$ cat config.mk
export PLATFORM = sky130hd
export DESIGN_NAME = crs_ctrl
export DESIGN_NICKNAME = d
export VERILOG_FILES = /design/src/crs_pkg.sv /design/src/crs_ctrl.sv
export SDC_FILE = /design/constraint.sdc
export NUM_CORES = 1
export LEC_CHECK = 0
export BUFFER_PORTS_ARGS = -buffer_cell sky130_fd_sc_hd__buf_4
export CORE_MARGIN = 2
export CORE_UTILIZATION = 35
export DETAILED_ROUTE_END_ITERATION = 16
export HOLD_SLACK_MARGIN = 0.12
export PLACE_DENSITY = 0.55
export SYNTH_ARGS = -nofsm -noshare
export SYNTH_HDL_FRONTEND = slang
export SYNTH_SLANG_ARGS = --single-unit
$ cat constraint.sdc
create_clock -name i_core_clk -period 2.2 [get_ports i_core_clk]
set_input_delay 0.55 -clock i_core_clk [delete_from_list [all_inputs] [get_ports i_core_clk]]
set_output_delay 0.55 -clock i_core_clk [all_outputs]
set_load 0.01 [all_outputs]
$ cat src/crs_pkg.sv
// Purpose: Constants for the clock, reset and suspend controller
// Assumes: Core clock of 20 MHz
// Notes: Register indices are 8-bit I/O addresses
package crs_pkg;
	// ----------------------------------------
	// Register addresses
	// ----------------------------------------
	localparam logic [7:0] ADDR_PORT2 = 8'h02;
	localparam logic [7:0] ADDR_WDOG_RESTART = 8'h26;
	localparam logic [7:0] ADDR_CLK_CFG = 8'hF8;
	localparam logic [7:0] ADDR_PROC_STAT = 8'hFF;
	// ----------------------------------------
	// Field positions
	// ----------------------------------------
	localparam int CFG_EXT_EN = 0;
	localparam int CFG_CLKOUT_DIS = 1;
	localparam int CFG_LVR_DIS = 3;
	localparam int CFG_RESUME_LONG = 7;
	localparam int STAT_RUN = 0;
	localparam int STAT_SUSPEND = 3;
	localparam int STAT_LVR_FLAG = 4;
	localparam int STAT_WDR_FLAG = 6;
	localparam int PORT2_AUX_BIT = 1;
	// ----------------------------------------
	// Reset values
	// ----------------------------------------
	localparam logic [7:0] CFG_RESET = 8'h00;
	localparam logic [7:0] STAT_RESET_LVR = 8'h11;
	localparam logic [7:0] STAT_RESET_WDR = 8'h41;
	localparam logic [7:0] STACK_RESET = 8'h00;
	localparam logic [13:0] PC_RESET = 14'h0000;
	// ----------------------------------------
	// Times and cycle counts
	// ----------------------------------------
	localparam int CLK_MHZ = 20;
	localparam int RESUME_SHORT_US = 128;
	localparam int RESUME_LONG_MS = 4;
	localparam int WAKE_INT_US = 8;
	localparam int WDOG_PERIOD_MS = 10;
	localparam int WDR_HOLD_MS = 2;
	localparam int SETTLE_US = 1000;
	localparam int RESUME_SHORT_CYC = RESUME_SHORT_US * CLK_MHZ;
	localparam int RESUME_LONG_CYC = RESUME_LONG_MS * 1000 * CLK_MHZ;
	localparam int WAKE_INT_CYC = WAKE_INT_US * CLK_MHZ;
	localparam int WDOG_PERIOD_CYC = WDOG_PERIOD_MS * 1000 * CLK_MHZ;
	localparam int WDR_HOLD_CYC = WDR_HOLD_MS * 1000 * CLK_MHZ;
	localparam int SETTLE_CYC = SETTLE_US * CLK_MHZ;
	localparam int CNT_W = 20;
	typedef enum {
		CRS_SETTLE, CRS_RUN, CRS_OSC_WAIT, CRS_RESUME, CRS_WDR_HOLD, CRS_SUSPEND
	} crs_state_t;
endpackage : crs_pkg

$ cat src/crs_ctrl.sv
// Purpose: Clock source selection, reset sequencing and suspend entry
// Assumes: Analog trips and oscillator stability arrive as asynchronous levels
// Notes: Oscillators themselves are outside; this logic drives their enables
`timescale 1ns/1ps
module crs_ctrl
	import crs_pkg::*;
#(
	parameter int WDOG_CYC = WDOG_PERIOD_CYC,
	parameter int WDR_CYC = WDR_HOLD_CYC,
	parameter int SETTLE = SETTLE_CYC,
	parameter int RES_LONG = RESUME_LONG_CYC
) (
	input wire logic i_core_clk,
	input wire logic i_rst,
	input wire logic [7:0] i_addr,
	input wire logic [7:0] i_wdata,
	input wire logic i_wr,
	input wire logic i_rd,
	output logic [7:0] o_rdata,
	input wire logic i_supply_low,
	input wire logic i_brownout_trip,
	input wire logic i_ext_osc_stable,
	input wire logic i_int_clk,
	input wire logic i_osc_input_pin,
	input wire logic i_wake_irq,
	input wire logic i_usb_minus_line,
	output logic o_int_osc_en,
	output logic o_ext_osc_en,
	output logic o_clk_from_ext,
	output logic o_chip_clk_en,
	output logic o_cpu_hold,
	output logic o_sys_reset,
	output logic [13:0] o_pc_load,
	output logic o_osc_output_pin,
	output logic o_osc_input_pulldown,
	output logic o_low_voltage_reset_en,
	output logic o_brownout_reset_en,
	output logic o_timer_run,
	output logic [7:0] o_program_stack_pointer,
	output logic [7:0] o_data_stack_pointer
);
	// ----------------------------------------
	// State
	// ----------------------------------------
	typedef struct packed {
		crs_state_t st;
		logic [CNT_W-1:0] cnt;
		logic [CNT_W-1:0] wdog;
		logic [7:0] cfg;
		logic [7:0] stat;
		logic ext_mode;
		logic [7:0] rdata;
		logic [1:0] s_low;
		logic [1:0] s_bor;
		logic [1:0] s_stab;
		logic [1:0] s_xin;
		logic [1:0] s_dm;
		logic [1:0] s_wk;
	} crs_regs_t;
	crs_regs_t r;
	crs_regs_t next_r;
	logic low, bor, stab, dm_low, wake, lvr_on, bor_on, v_rst, wd_hit;
	logic wr_restart, wr_cfg, wr_stat;
	logic [CNT_W-1:0] resume_end;
	function automatic logic [CNT_W-1:0] resume_cycles(input logic long_sel);
		resume_cycles = long_sel ? CNT_W'(RES_LONG) : CNT_W'(RESUME_SHORT_CYC);
	endfunction : resume_cycles
	function automatic logic bus_write(input logic wr, input logic [7:0] addr,
		input logic [7:0] target);
		bus_write = wr && (addr == target);
	endfunction : bus_write
	always_comb begin
		low = r.s_low[1];
		bor = r.s_bor[1];
		stab = r.s_stab[1];
		dm_low = !r.s_dm[1];
		wake = r.s_wk[1] || dm_low;
		lvr_on = !r.cfg[CFG_LVR_DIS] && (r.st != CRS_SUSPEND);
		bor_on = !lvr_on;
		v_rst = (lvr_on && low) || (bor_on && bor);
		wd_hit = (r.wdog >= CNT_W'(WDOG_CYC - 1)) && (r.st == CRS_RUN);
		wr_restart = bus_write(i_wr, i_addr, ADDR_WDOG_RESTART);
		wr_cfg = bus_write(i_wr, i_addr, ADDR_CLK_CFG);
		wr_stat = bus_write(i_wr, i_addr, ADDR_PROC_STAT);
		// Internal wake never uses the long external delay
		resume_end = r.ext_mode ? resume_cycles(r.cfg[CFG_RESUME_LONG]) : CNT_W'(RESUME_SHORT_CYC);
		next_r = r;
		// Two-flop synchronisers
		next_r.s_low = {r.s_low[0], i_supply_low};
		next_r.s_bor = {r.s_bor[0], i_brownout_trip};
		next_r.s_stab = {r.s_stab[0], i_ext_osc_stable};
		next_r.s_xin = {r.s_xin[0], i_osc_input_pin};
		next_r.s_dm = {r.s_dm[0], i_usb_minus_line};
		next_r.s_wk = {r.s_wk[0], i_wake_irq};
		next_r.cnt = r.cnt + CNT_W'(1);
		// Watchdog runs only while executing; any write to restart clears
		if (r.st == CRS_RUN && !wr_restart) begin
			next_r.wdog = r.wdog + CNT_W'(1);
		end else begin
			next_r.wdog = '0;
		end
		// ----------------------------------------
		// Register reads: data valid next cycle
		// ----------------------------------------
		next_r.rdata = 8'h00;
		if (i_rd) begin
			case (i_addr)
				ADDR_CLK_CFG: next_r.rdata = r.cfg;
				ADDR_PROC_STAT: next_r.rdata = r.stat;
				ADDR_PORT2: next_r.rdata = {6'h00, !r.ext_mode && r.s_xin[1], 1'b0};
				default: next_r.rdata = 8'h00;
			endcase
		end
		if (wr_cfg) begin
			next_r.cfg = i_wdata & 8'hFB;
			next_r.cfg[2] = i_wdata[2];
		end
		if (wr_stat) begin
			next_r.stat = i_wdata;
		end
		// ----------------------------------------
		// Sequencer
		// ----------------------------------------
		case (r.st)
			CRS_RUN: begin
				if (wr_cfg && i_wdata[CFG_EXT_EN] && !r.ext_mode) begin
					next_r.st = CRS_OSC_WAIT;
					next_r.ext_mode = 1'b1;
				end else if (wr_stat && i_wdata[STAT_SUSPEND]) begin
					next_r.st = CRS_SUSPEND;
				end
			end
			CRS_OSC_WAIT: begin
				next_r.cnt = '0;
				if (stab) begin
					next_r.st = CRS_RESUME;
				end
			end
			CRS_RESUME: begin
				if (r.cnt >= resume_end - CNT_W'(1)) begin
					next_r.st = CRS_RUN;
				end
			end
			CRS_SUSPEND: begin
				next_r.cnt = '0;
				next_r.stat[STAT_SUSPEND] = 1'b0;
				if (wake) begin
					next_r.ext_mode = r.cfg[CFG_EXT_EN];
					if (r.cfg[CFG_EXT_EN]) begin
						next_r.st = CRS_OSC_WAIT;
					end else begin
						next_r.st = CRS_RESUME;
						next_r.cnt = CNT_W'(RESUME_SHORT_CYC - WAKE_INT_CYC);
					end
				end
			end
			CRS_WDR_HOLD: begin
				if (r.cnt >= CNT_W'(WDR_CYC - 1)) begin
					next_r.st = CRS_RUN;
				end
			end
			CRS_SETTLE: begin
				if (low) begin
					next_r.cnt = '0;
				end else if (r.cnt >= CNT_W'(SETTLE - 1)) begin
					next_r.st = CRS_RUN;
				end
			end
			default: next_r.st = CRS_SETTLE;
		endcase
		// Resets take priority over everything
		if (v_rst) begin
			next_r.st = CRS_SETTLE;
			next_r.cnt = '0;
			next_r.ext_mode = 1'b0;
			next_r.cfg = CFG_RESET;
			next_r.stat = STAT_RESET_LVR;
		end else if (wd_hit) begin
			next_r.st = CRS_WDR_HOLD;
			next_r.cnt = '0;
			next_r.cfg = CFG_RESET;
			next_r.stat = STAT_RESET_WDR;
		end
	end
	always_ff @(posedge i_core_clk) begin
		if (i_rst) begin
			r <= '{st: CRS_SETTLE, cnt: '0, wdog: '0, cfg: CFG_RESET, stat: STAT_RESET_LVR,
				ext_mode: 1'b0, rdata: 8'h00, s_low: 2'b11, s_bor: 2'b00, s_stab: 2'b00,
				s_xin: 2'b00, s_dm: 2'b11, s_wk: 2'b00};
		end else begin
			r <= next_r;
		end
	end
	// ----------------------------------------
	// Outputs
	// ----------------------------------------
	always_comb begin
		o_rdata = r.rdata;
		o_int_osc_en = !r.ext_mode && r.st != CRS_SUSPEND;
		o_ext_osc_en = r.ext_mode && r.st != CRS_SUSPEND;
		o_clk_from_ext = r.ext_mode;
		o_chip_clk_en = !(r.st == CRS_OSC_WAIT || r.st == CRS_SUSPEND);
		o_cpu_hold = r.st != CRS_RUN;
		o_sys_reset = r.st == CRS_SETTLE || r.st == CRS_WDR_HOLD;
		o_pc_load = PC_RESET;
		o_osc_output_pin = r.ext_mode ? 1'b0 :
			(r.cfg[CFG_CLKOUT_DIS] ? 1'b1 : i_int_clk);
		o_osc_input_pulldown = !r.ext_mode;
		o_low_voltage_reset_en = lvr_on;
		o_brownout_reset_en = bor_on;
		o_timer_run = r.st != CRS_SUSPEND;
		o_program_stack_pointer = STACK_RESET;
		o_data_stack_pointer = STACK_RESET;
	end
	// ----------------------------------------
	// Checks
	// ----------------------------------------
	chk_wdr_status: assert property (@(posedge i_core_clk) disable iff (i_rst)
		(wd_hit && !v_rst) |=> (r.stat == STAT_RESET_WDR && r.st == CRS_WDR_HOLD))
		else $error("watchdog reset status wrong");
	chk_wdog_clear: assert property (@(posedge i_core_clk) disable iff (i_rst)
		(i_wr && i_addr == ADDR_WDOG_RESTART) |=> r.wdog == '0)
		else $error("watchdog not cleared");
	chk_vrst_internal: assert property (@(posedge i_core_clk) disable iff (i_rst)
		v_rst |=> (!r.ext_mode && r.st == CRS_SETTLE && r.stat[STAT_LVR_FLAG]))
		else $error("voltage reset did not force internal");
	chk_ext_halt: assert property (@(posedge i_core_clk) disable iff (i_rst)
		(r.st == CRS_OSC_WAIT) |-> (!o_chip_clk_en && o_ext_osc_en && !o_int_osc_en))
		else $error("clocks not halted while waiting");
	chk_clkout_high: assert property (@(posedge i_core_clk) disable iff (i_rst)
		(!r.ext_mode && r.cfg[CFG_CLKOUT_DIS]) |-> o_osc_output_pin)
		else $error("clock output pin not high");
	chk_suspend_off: assert property (@(posedge i_core_clk) disable iff (i_rst)
		(r.st == CRS_SUSPEND) |-> (!o_int_osc_en && !o_ext_osc_en && !o_timer_run))
		else $error("oscillators running in suspend");
	chk_lvr_bor: assert property (@(posedge i_core_clk) disable iff (i_rst)
		o_low_voltage_reset_en != o_brownout_reset_en)
		else $error("no low voltage monitor active");
	chk_wdr_keep_clk: assert property (@(posedge i_core_clk) disable iff (i_rst)
		(wd_hit && !v_rst) |=> $stable(r.ext_mode))
		else $error("watchdog changed clock mode");
	// ----------------------------------------
	// Output, register read, monitor and sequencing checks
	// ----------------------------------------
	chk_pc_zero: assert property (@(posedge i_core_clk) disable iff (i_rst)
		o_pc_load == PC_RESET)
		else $error("restart address not zero");
	chk_stack_zero: assert property (@(posedge i_core_clk) disable iff (i_rst)
		(o_program_stack_pointer == STACK_RESET) && (o_data_stack_pointer == STACK_RESET))
		else $error("stack pointers not zero");
	chk_rdata_idle: assert property (@(posedge i_core_clk) disable iff (i_rst)
		!i_rd |=> o_rdata == 8'h00)
		else $error("read data without read");
	chk_cfg_read: assert property (@(posedge i_core_clk) disable iff (i_rst)
		(i_rd && i_addr == ADDR_CLK_CFG) |=> o_rdata == $past(r.cfg))
		else $error("config read wrong");
	chk_port2_pin: assert property (@(posedge i_core_clk) disable iff (i_rst)
		(i_rd && i_addr == ADDR_PORT2) |=> o_rdata == {6'h00, $past(!r.ext_mode && r.s_xin[1]), 1'b0})
		else $error("aux port read wrong");
	chk_int_pulldown: assert property (@(posedge i_core_clk) disable iff (i_rst)
		!r.ext_mode |-> o_osc_input_pulldown)
		else $error("input pin pulldown missing");
	chk_lvr_suspend: assert property (@(posedge i_core_clk) disable iff (i_rst)
		(r.st == CRS_SUSPEND) |-> !o_low_voltage_reset_en)
		else $error("low voltage reset on in suspend");
	chk_lvr_dis_bit: assert property (@(posedge i_core_clk) disable iff (i_rst)
		r.cfg[CFG_LVR_DIS] |-> !o_low_voltage_reset_en)
		else $error("low voltage reset not disabled");
	chk_lvr_active: assert property (@(posedge i_core_clk) disable iff (i_rst)
		(!r.cfg[CFG_LVR_DIS] && r.st != CRS_SUSPEND) |-> o_low_voltage_reset_en)
		else $error("low voltage reset not active");
	chk_bor_trip: assert property (@(posedge i_core_clk) disable iff (i_rst)
		(bor_on && bor) |=> (r.st == CRS_SETTLE && r.cfg == CFG_RESET))
		else $error("brownout trip did not reset");
	chk_clear_no_return: assert property (@(posedge i_core_clk) disable iff (i_rst)
		(r.ext_mode && r.st != CRS_SUSPEND && !v_rst) |=> r.ext_mode)
		else $error("left external mode outside suspend");
	chk_wake_only: assert property (@(posedge i_core_clk) disable iff (i_rst)
		(r.st == CRS_SUSPEND && !wake && !v_rst) |=> r.st == CRS_SUSPEND)
		else $error("woke without wake source");
	chk_wake_clock: assert property (@(posedge i_core_clk) disable iff (i_rst)
		(r.st == CRS_SUSPEND && wake && !v_rst) |=> r.ext_mode == $past(r.cfg[CFG_EXT_EN]))
		else $error("wake clock mode wrong");
	chk_wake_delay: assert property (@(posedge i_core_clk) disable iff (i_rst)
		(r.st == CRS_SUSPEND && wake && !v_rst && !r.cfg[CFG_EXT_EN]) |=>
		(r.st == CRS_RESUME && r.cnt == CNT_W'(RESUME_SHORT_CYC - WAKE_INT_CYC)))
		else $error("internal wake delay wrong");
	chk_resume_held: assert property (@(posedge i_core_clk) disable iff (i_rst)
		(r.st == CRS_RESUME) |-> (o_cpu_hold && o_chip_clk_en))
		else $error("resume delay not holding cpu");
	chk_osc_stable: assert property (@(posedge i_core_clk) disable iff (i_rst)
		(r.st == CRS_OSC_WAIT && stab && !v_rst) |=> r.st == CRS_RESUME)
		else $error("stable clock did not resume");
	chk_run_free: assert property (@(posedge i_core_clk) disable iff (i_rst)
		(r.st == CRS_RUN) |-> (o_chip_clk_en && !o_cpu_hold))
		else $error("cpu held while running");
	chk_wdr_hold_len: assert property (@(posedge i_core_clk) disable iff (i_rst)
		(r.st == CRS_WDR_HOLD && r.cnt < CNT_W'(WDR_CYC - 1) && !v_rst) |=> r.st == CRS_WDR_HOLD)
		else $error("watchdog reset ended early");
	chk_sys_reset: assert property (@(posedge i_core_clk) disable iff (i_rst)
		(r.st == CRS_SETTLE || r.st == CRS_WDR_HOLD) |-> (o_sys_reset && o_cpu_hold))
		else $error("system reset not asserted");
	chk_settle_wait: assert property (@(posedge i_core_clk) disable iff (i_rst)
		(r.st == CRS_SETTLE && low) |=> (r.st == CRS_SETTLE && r.cnt == '0))
		else $error("settle count ran with supply low");
	chk_wdog_frozen: assert property (@(posedge i_core_clk) disable iff (i_rst)
		(r.st != CRS_RUN) |=> r.wdog == '0)
		else $error("watchdog counted while not running");
	chk_timer_run: assert property (@(posedge i_core_clk) disable iff (i_rst)
		(r.st != CRS_SUSPEND) |-> o_timer_run)
		else $error("timer stopped outside suspend");
	chk_clkout_int: assert property (@(posedge i_core_clk) disable iff (i_rst)
		(!r.ext_mode && !r.cfg[CFG_CLKOUT_DIS]) |-> o_osc_output_pin == i_int_clk)
		else $error("internal clock not on output pin");
	chk_power_int: assert property (@(posedge i_core_clk) disable iff (i_rst)
		(r.st == CRS_SETTLE) |-> (o_int_osc_en && !o_ext_osc_en))
		else $error("settle not on internal oscillator");
	chk_wdr_cfg_clear: assert property (@(posedge i_core_clk) disable iff (i_rst)
		(wd_hit && !v_rst) |=> !r.cfg[CFG_EXT_EN])
		else $error("watchdog kept enable bit");
endmodule : crs_ctrl

==> run metrics <==
DRC Markers 0; grt ovf 0; commonest non-fill, non-tap cell in the layout nor2_1; Worst setup SP type flop; max cap viols 0; FF+latch count, synth 80; leak pwr 1.78 nW; FF+latch area 1610 um^2; DRT Pass-1 Iters 4; H-tree Lvls 3; Util after Layout 44.1%; Worst Skew 0.0116 ns; fillers 1108; worst skew pair latency 0.34 ns; initial core utilization 36.2%; post-route setup TNS 0 ns; initial antenna violation count 0; setup violators final 0; cell area after synthesis 3980 um^2; antenna fix cells 0; Sink Count 80; CORE AREA 11000 um^2; die width 111 um; vias in the first global route 3025; crit path DAT 2.41 ns; Tcrit/Tclk final 98.9%; Worst setup EP type flop; Die Y-Extent 111 um; Fmax 0.460 GHz; Setup WS pre-CTS -0.0303 ns; Post-DRT Antenna Nets 0; CTS tree done; total die area 12200 um^2; Pwr Density 627 nW/um^2; Synth Area per Inst 8.76 um^2; WL final 8590 um; Rows 38; Cell Area, Placed 4440 um^2; CTS Buffer Depth 2; post-synthesis sequential area ratio 40.3%; Area Growth Syn to Fin 21.6%; final worst slack 0.0240 ns; Final Cell Area 4840 um^2; Hold Buf Count CTS 0; CTS Buf Count 9; EDFF count, synth 0; GRT Util Overall 14.2%; area of the multi-input gates 2160 um^2; IO buf count 45; Worst EP required 2.43 ns; synthesized instance count 454; Clock transition at path regs 0.07 ns; Final Hold Viols 0; peak supply drop 0.481 mV; Unique masters post-synth 58; WL/cell 13.0 um; Top Ports 76; fin nets 550; vias per std cell 4.80; Crit Path Class flop to flop; ys flop type dfxtp_1; vias 3178; final-report max-slew violation count 0; CP max FO 5; initial drt markers 94; Worst Hold Class primary input to flop; most frequent cells in the layout 78 x nor2_1, 77 x dfxtp_1, 73 x buf_4; clk root buf clkbuf_16; first-pass GRT wire length 14300 um; placer congestion estimate 0.867; status complete, no violations; Post-synth ARST share 0%; layout cell share with drive strength beyond 1 24.5%; Final Critical Period 2.18 ns; Pwr Total 3.04 mW; YS warnings 0; largest net degree at the start of global routing 21; DP HPWL 6350 um
==> cells in the mapped netlist, types with 3 or more instances <==
master	count	share of area, %
nor3_1	13	1.6
mux2i_1	19	4.8
xor2_1	22	4.8
nand3_1	16	2.0
nor4_1	3	0.47
a221oi_1	4	0.88
dfxtp_1	80	40
xnor2_1	13	2.9
o21ai_0	13	1.6
or2_2	8	1.3
buf_4	39	7.4
nand4_1	15	2.4
a21oi_1	9	1.1
ha_1	6	1.9
inv_1	10	0.94
buf_2	7	0.88
nor2_1	80	7.5
a22oi_1	7	1.3
nand2b_1	3	0.47
nor2b_1	11	1.7
nand2_1	27	2.5
and4_1	3	0.66
==> path summary, 6_finish.rpt <==
check                         startpoint                    to  slack, ns  depth (start not counted)
min reg2reg        next_r[11]$_SDFF_PP1_        low$_SDFF_PP1_       0.42                          1
max          o_clk_from_ext$_SDFFE_PP0P_    r[77]$_SDFFE_PP0P_       0.02                          9
min                     i_usb_minus_line  next_r[3]$_SDFF_PP1_       0.40                          2
max reg2reg  o_clk_from_ext$_SDFFE_PP0P_    r[77]$_SDFFE_PP0P_       0.02                          9
==> sequential cells by signal, indices dropped and copies added, names as in the netlist <==
signal / flops
low: 1
r: 63
next_r: 6
o_clk_from_ext: 1
bor: 1
o_rdata: 8
==> timing repair <==
action,in CTS,in global routing
buffers inserted,0,2
setup endpoints to repair,1,6
cloned,0,0
gates resized for setup,1,19
pin swaps,0,5
==> power by group <==
part,switching [mW],internal [mW]
clock network,0.593,0.873
logic,0.0614,0.0477
registers,0.00307,1.46
==> metal layers <==
layer | vias to the layer above | share of wire, % | global-route usage (%)
met5 | - | 0 | 0
met4 | 0 | 1.6 | 5.17
met3 | 11 | 4.8 | 3.90
met2 | 69 | 47 | 23.2
met1 | 1489 | 46 | 18.0
li1 | 1609 | - | -
==> final cells by class <==
type | instances | share of cell area [%]
Multi-Input combinational cell | 342 | 44.7
Clock buffer | 10 | 4.73
Sequential cell | 80 | 33.2
Timing Repair Buffer | 74 | 11.7
Clock inverter | 6 | 1.24
Inverter | 10 | 0.776
Tap cell | 140 | 3.62
==> cells by family (layout without fill, tap and decap cells) <==
logic type / count (synthesis) / count (layout) / synth area share (%)
and+or+nand+nor: 204 / 204 / 26.6
muxes: 19 / 19 / 4.78
buffers and inverters: 61 / 100 / 10.3
DFF: 80 / 80 / 40.3
other: 2 / 31 / 0.189
AOI/OAI and AO/OA: 47 / 47 / 8.24
xor gates and xnor gates: 35 / 35 / 7.70
adders and majority gates: 6 / 6 / 1.89
==> through the flow <==
step                      hold WS [ns]  std cells
after floorplan                  0.389        483
after global placement           0.399        644
after detailed placement         0.403        644
after CTS                        0.389        660
after global routing             0.392        662
final                            0.398        662
==> worst max-delay path, stage by stage, from the launching register on <==
cell and delay [ns]:
dfxtp_2 0.35, nand2_4 0.08, ha_1 0.27, nand4_1 0.11
nor3_2 0.26, nand4_1 0.19, a211oi_4 0.36, buf_4 0.18
mux2i_1 0.20, nor2_1 0.06
(Power assumes the default switching activity.)
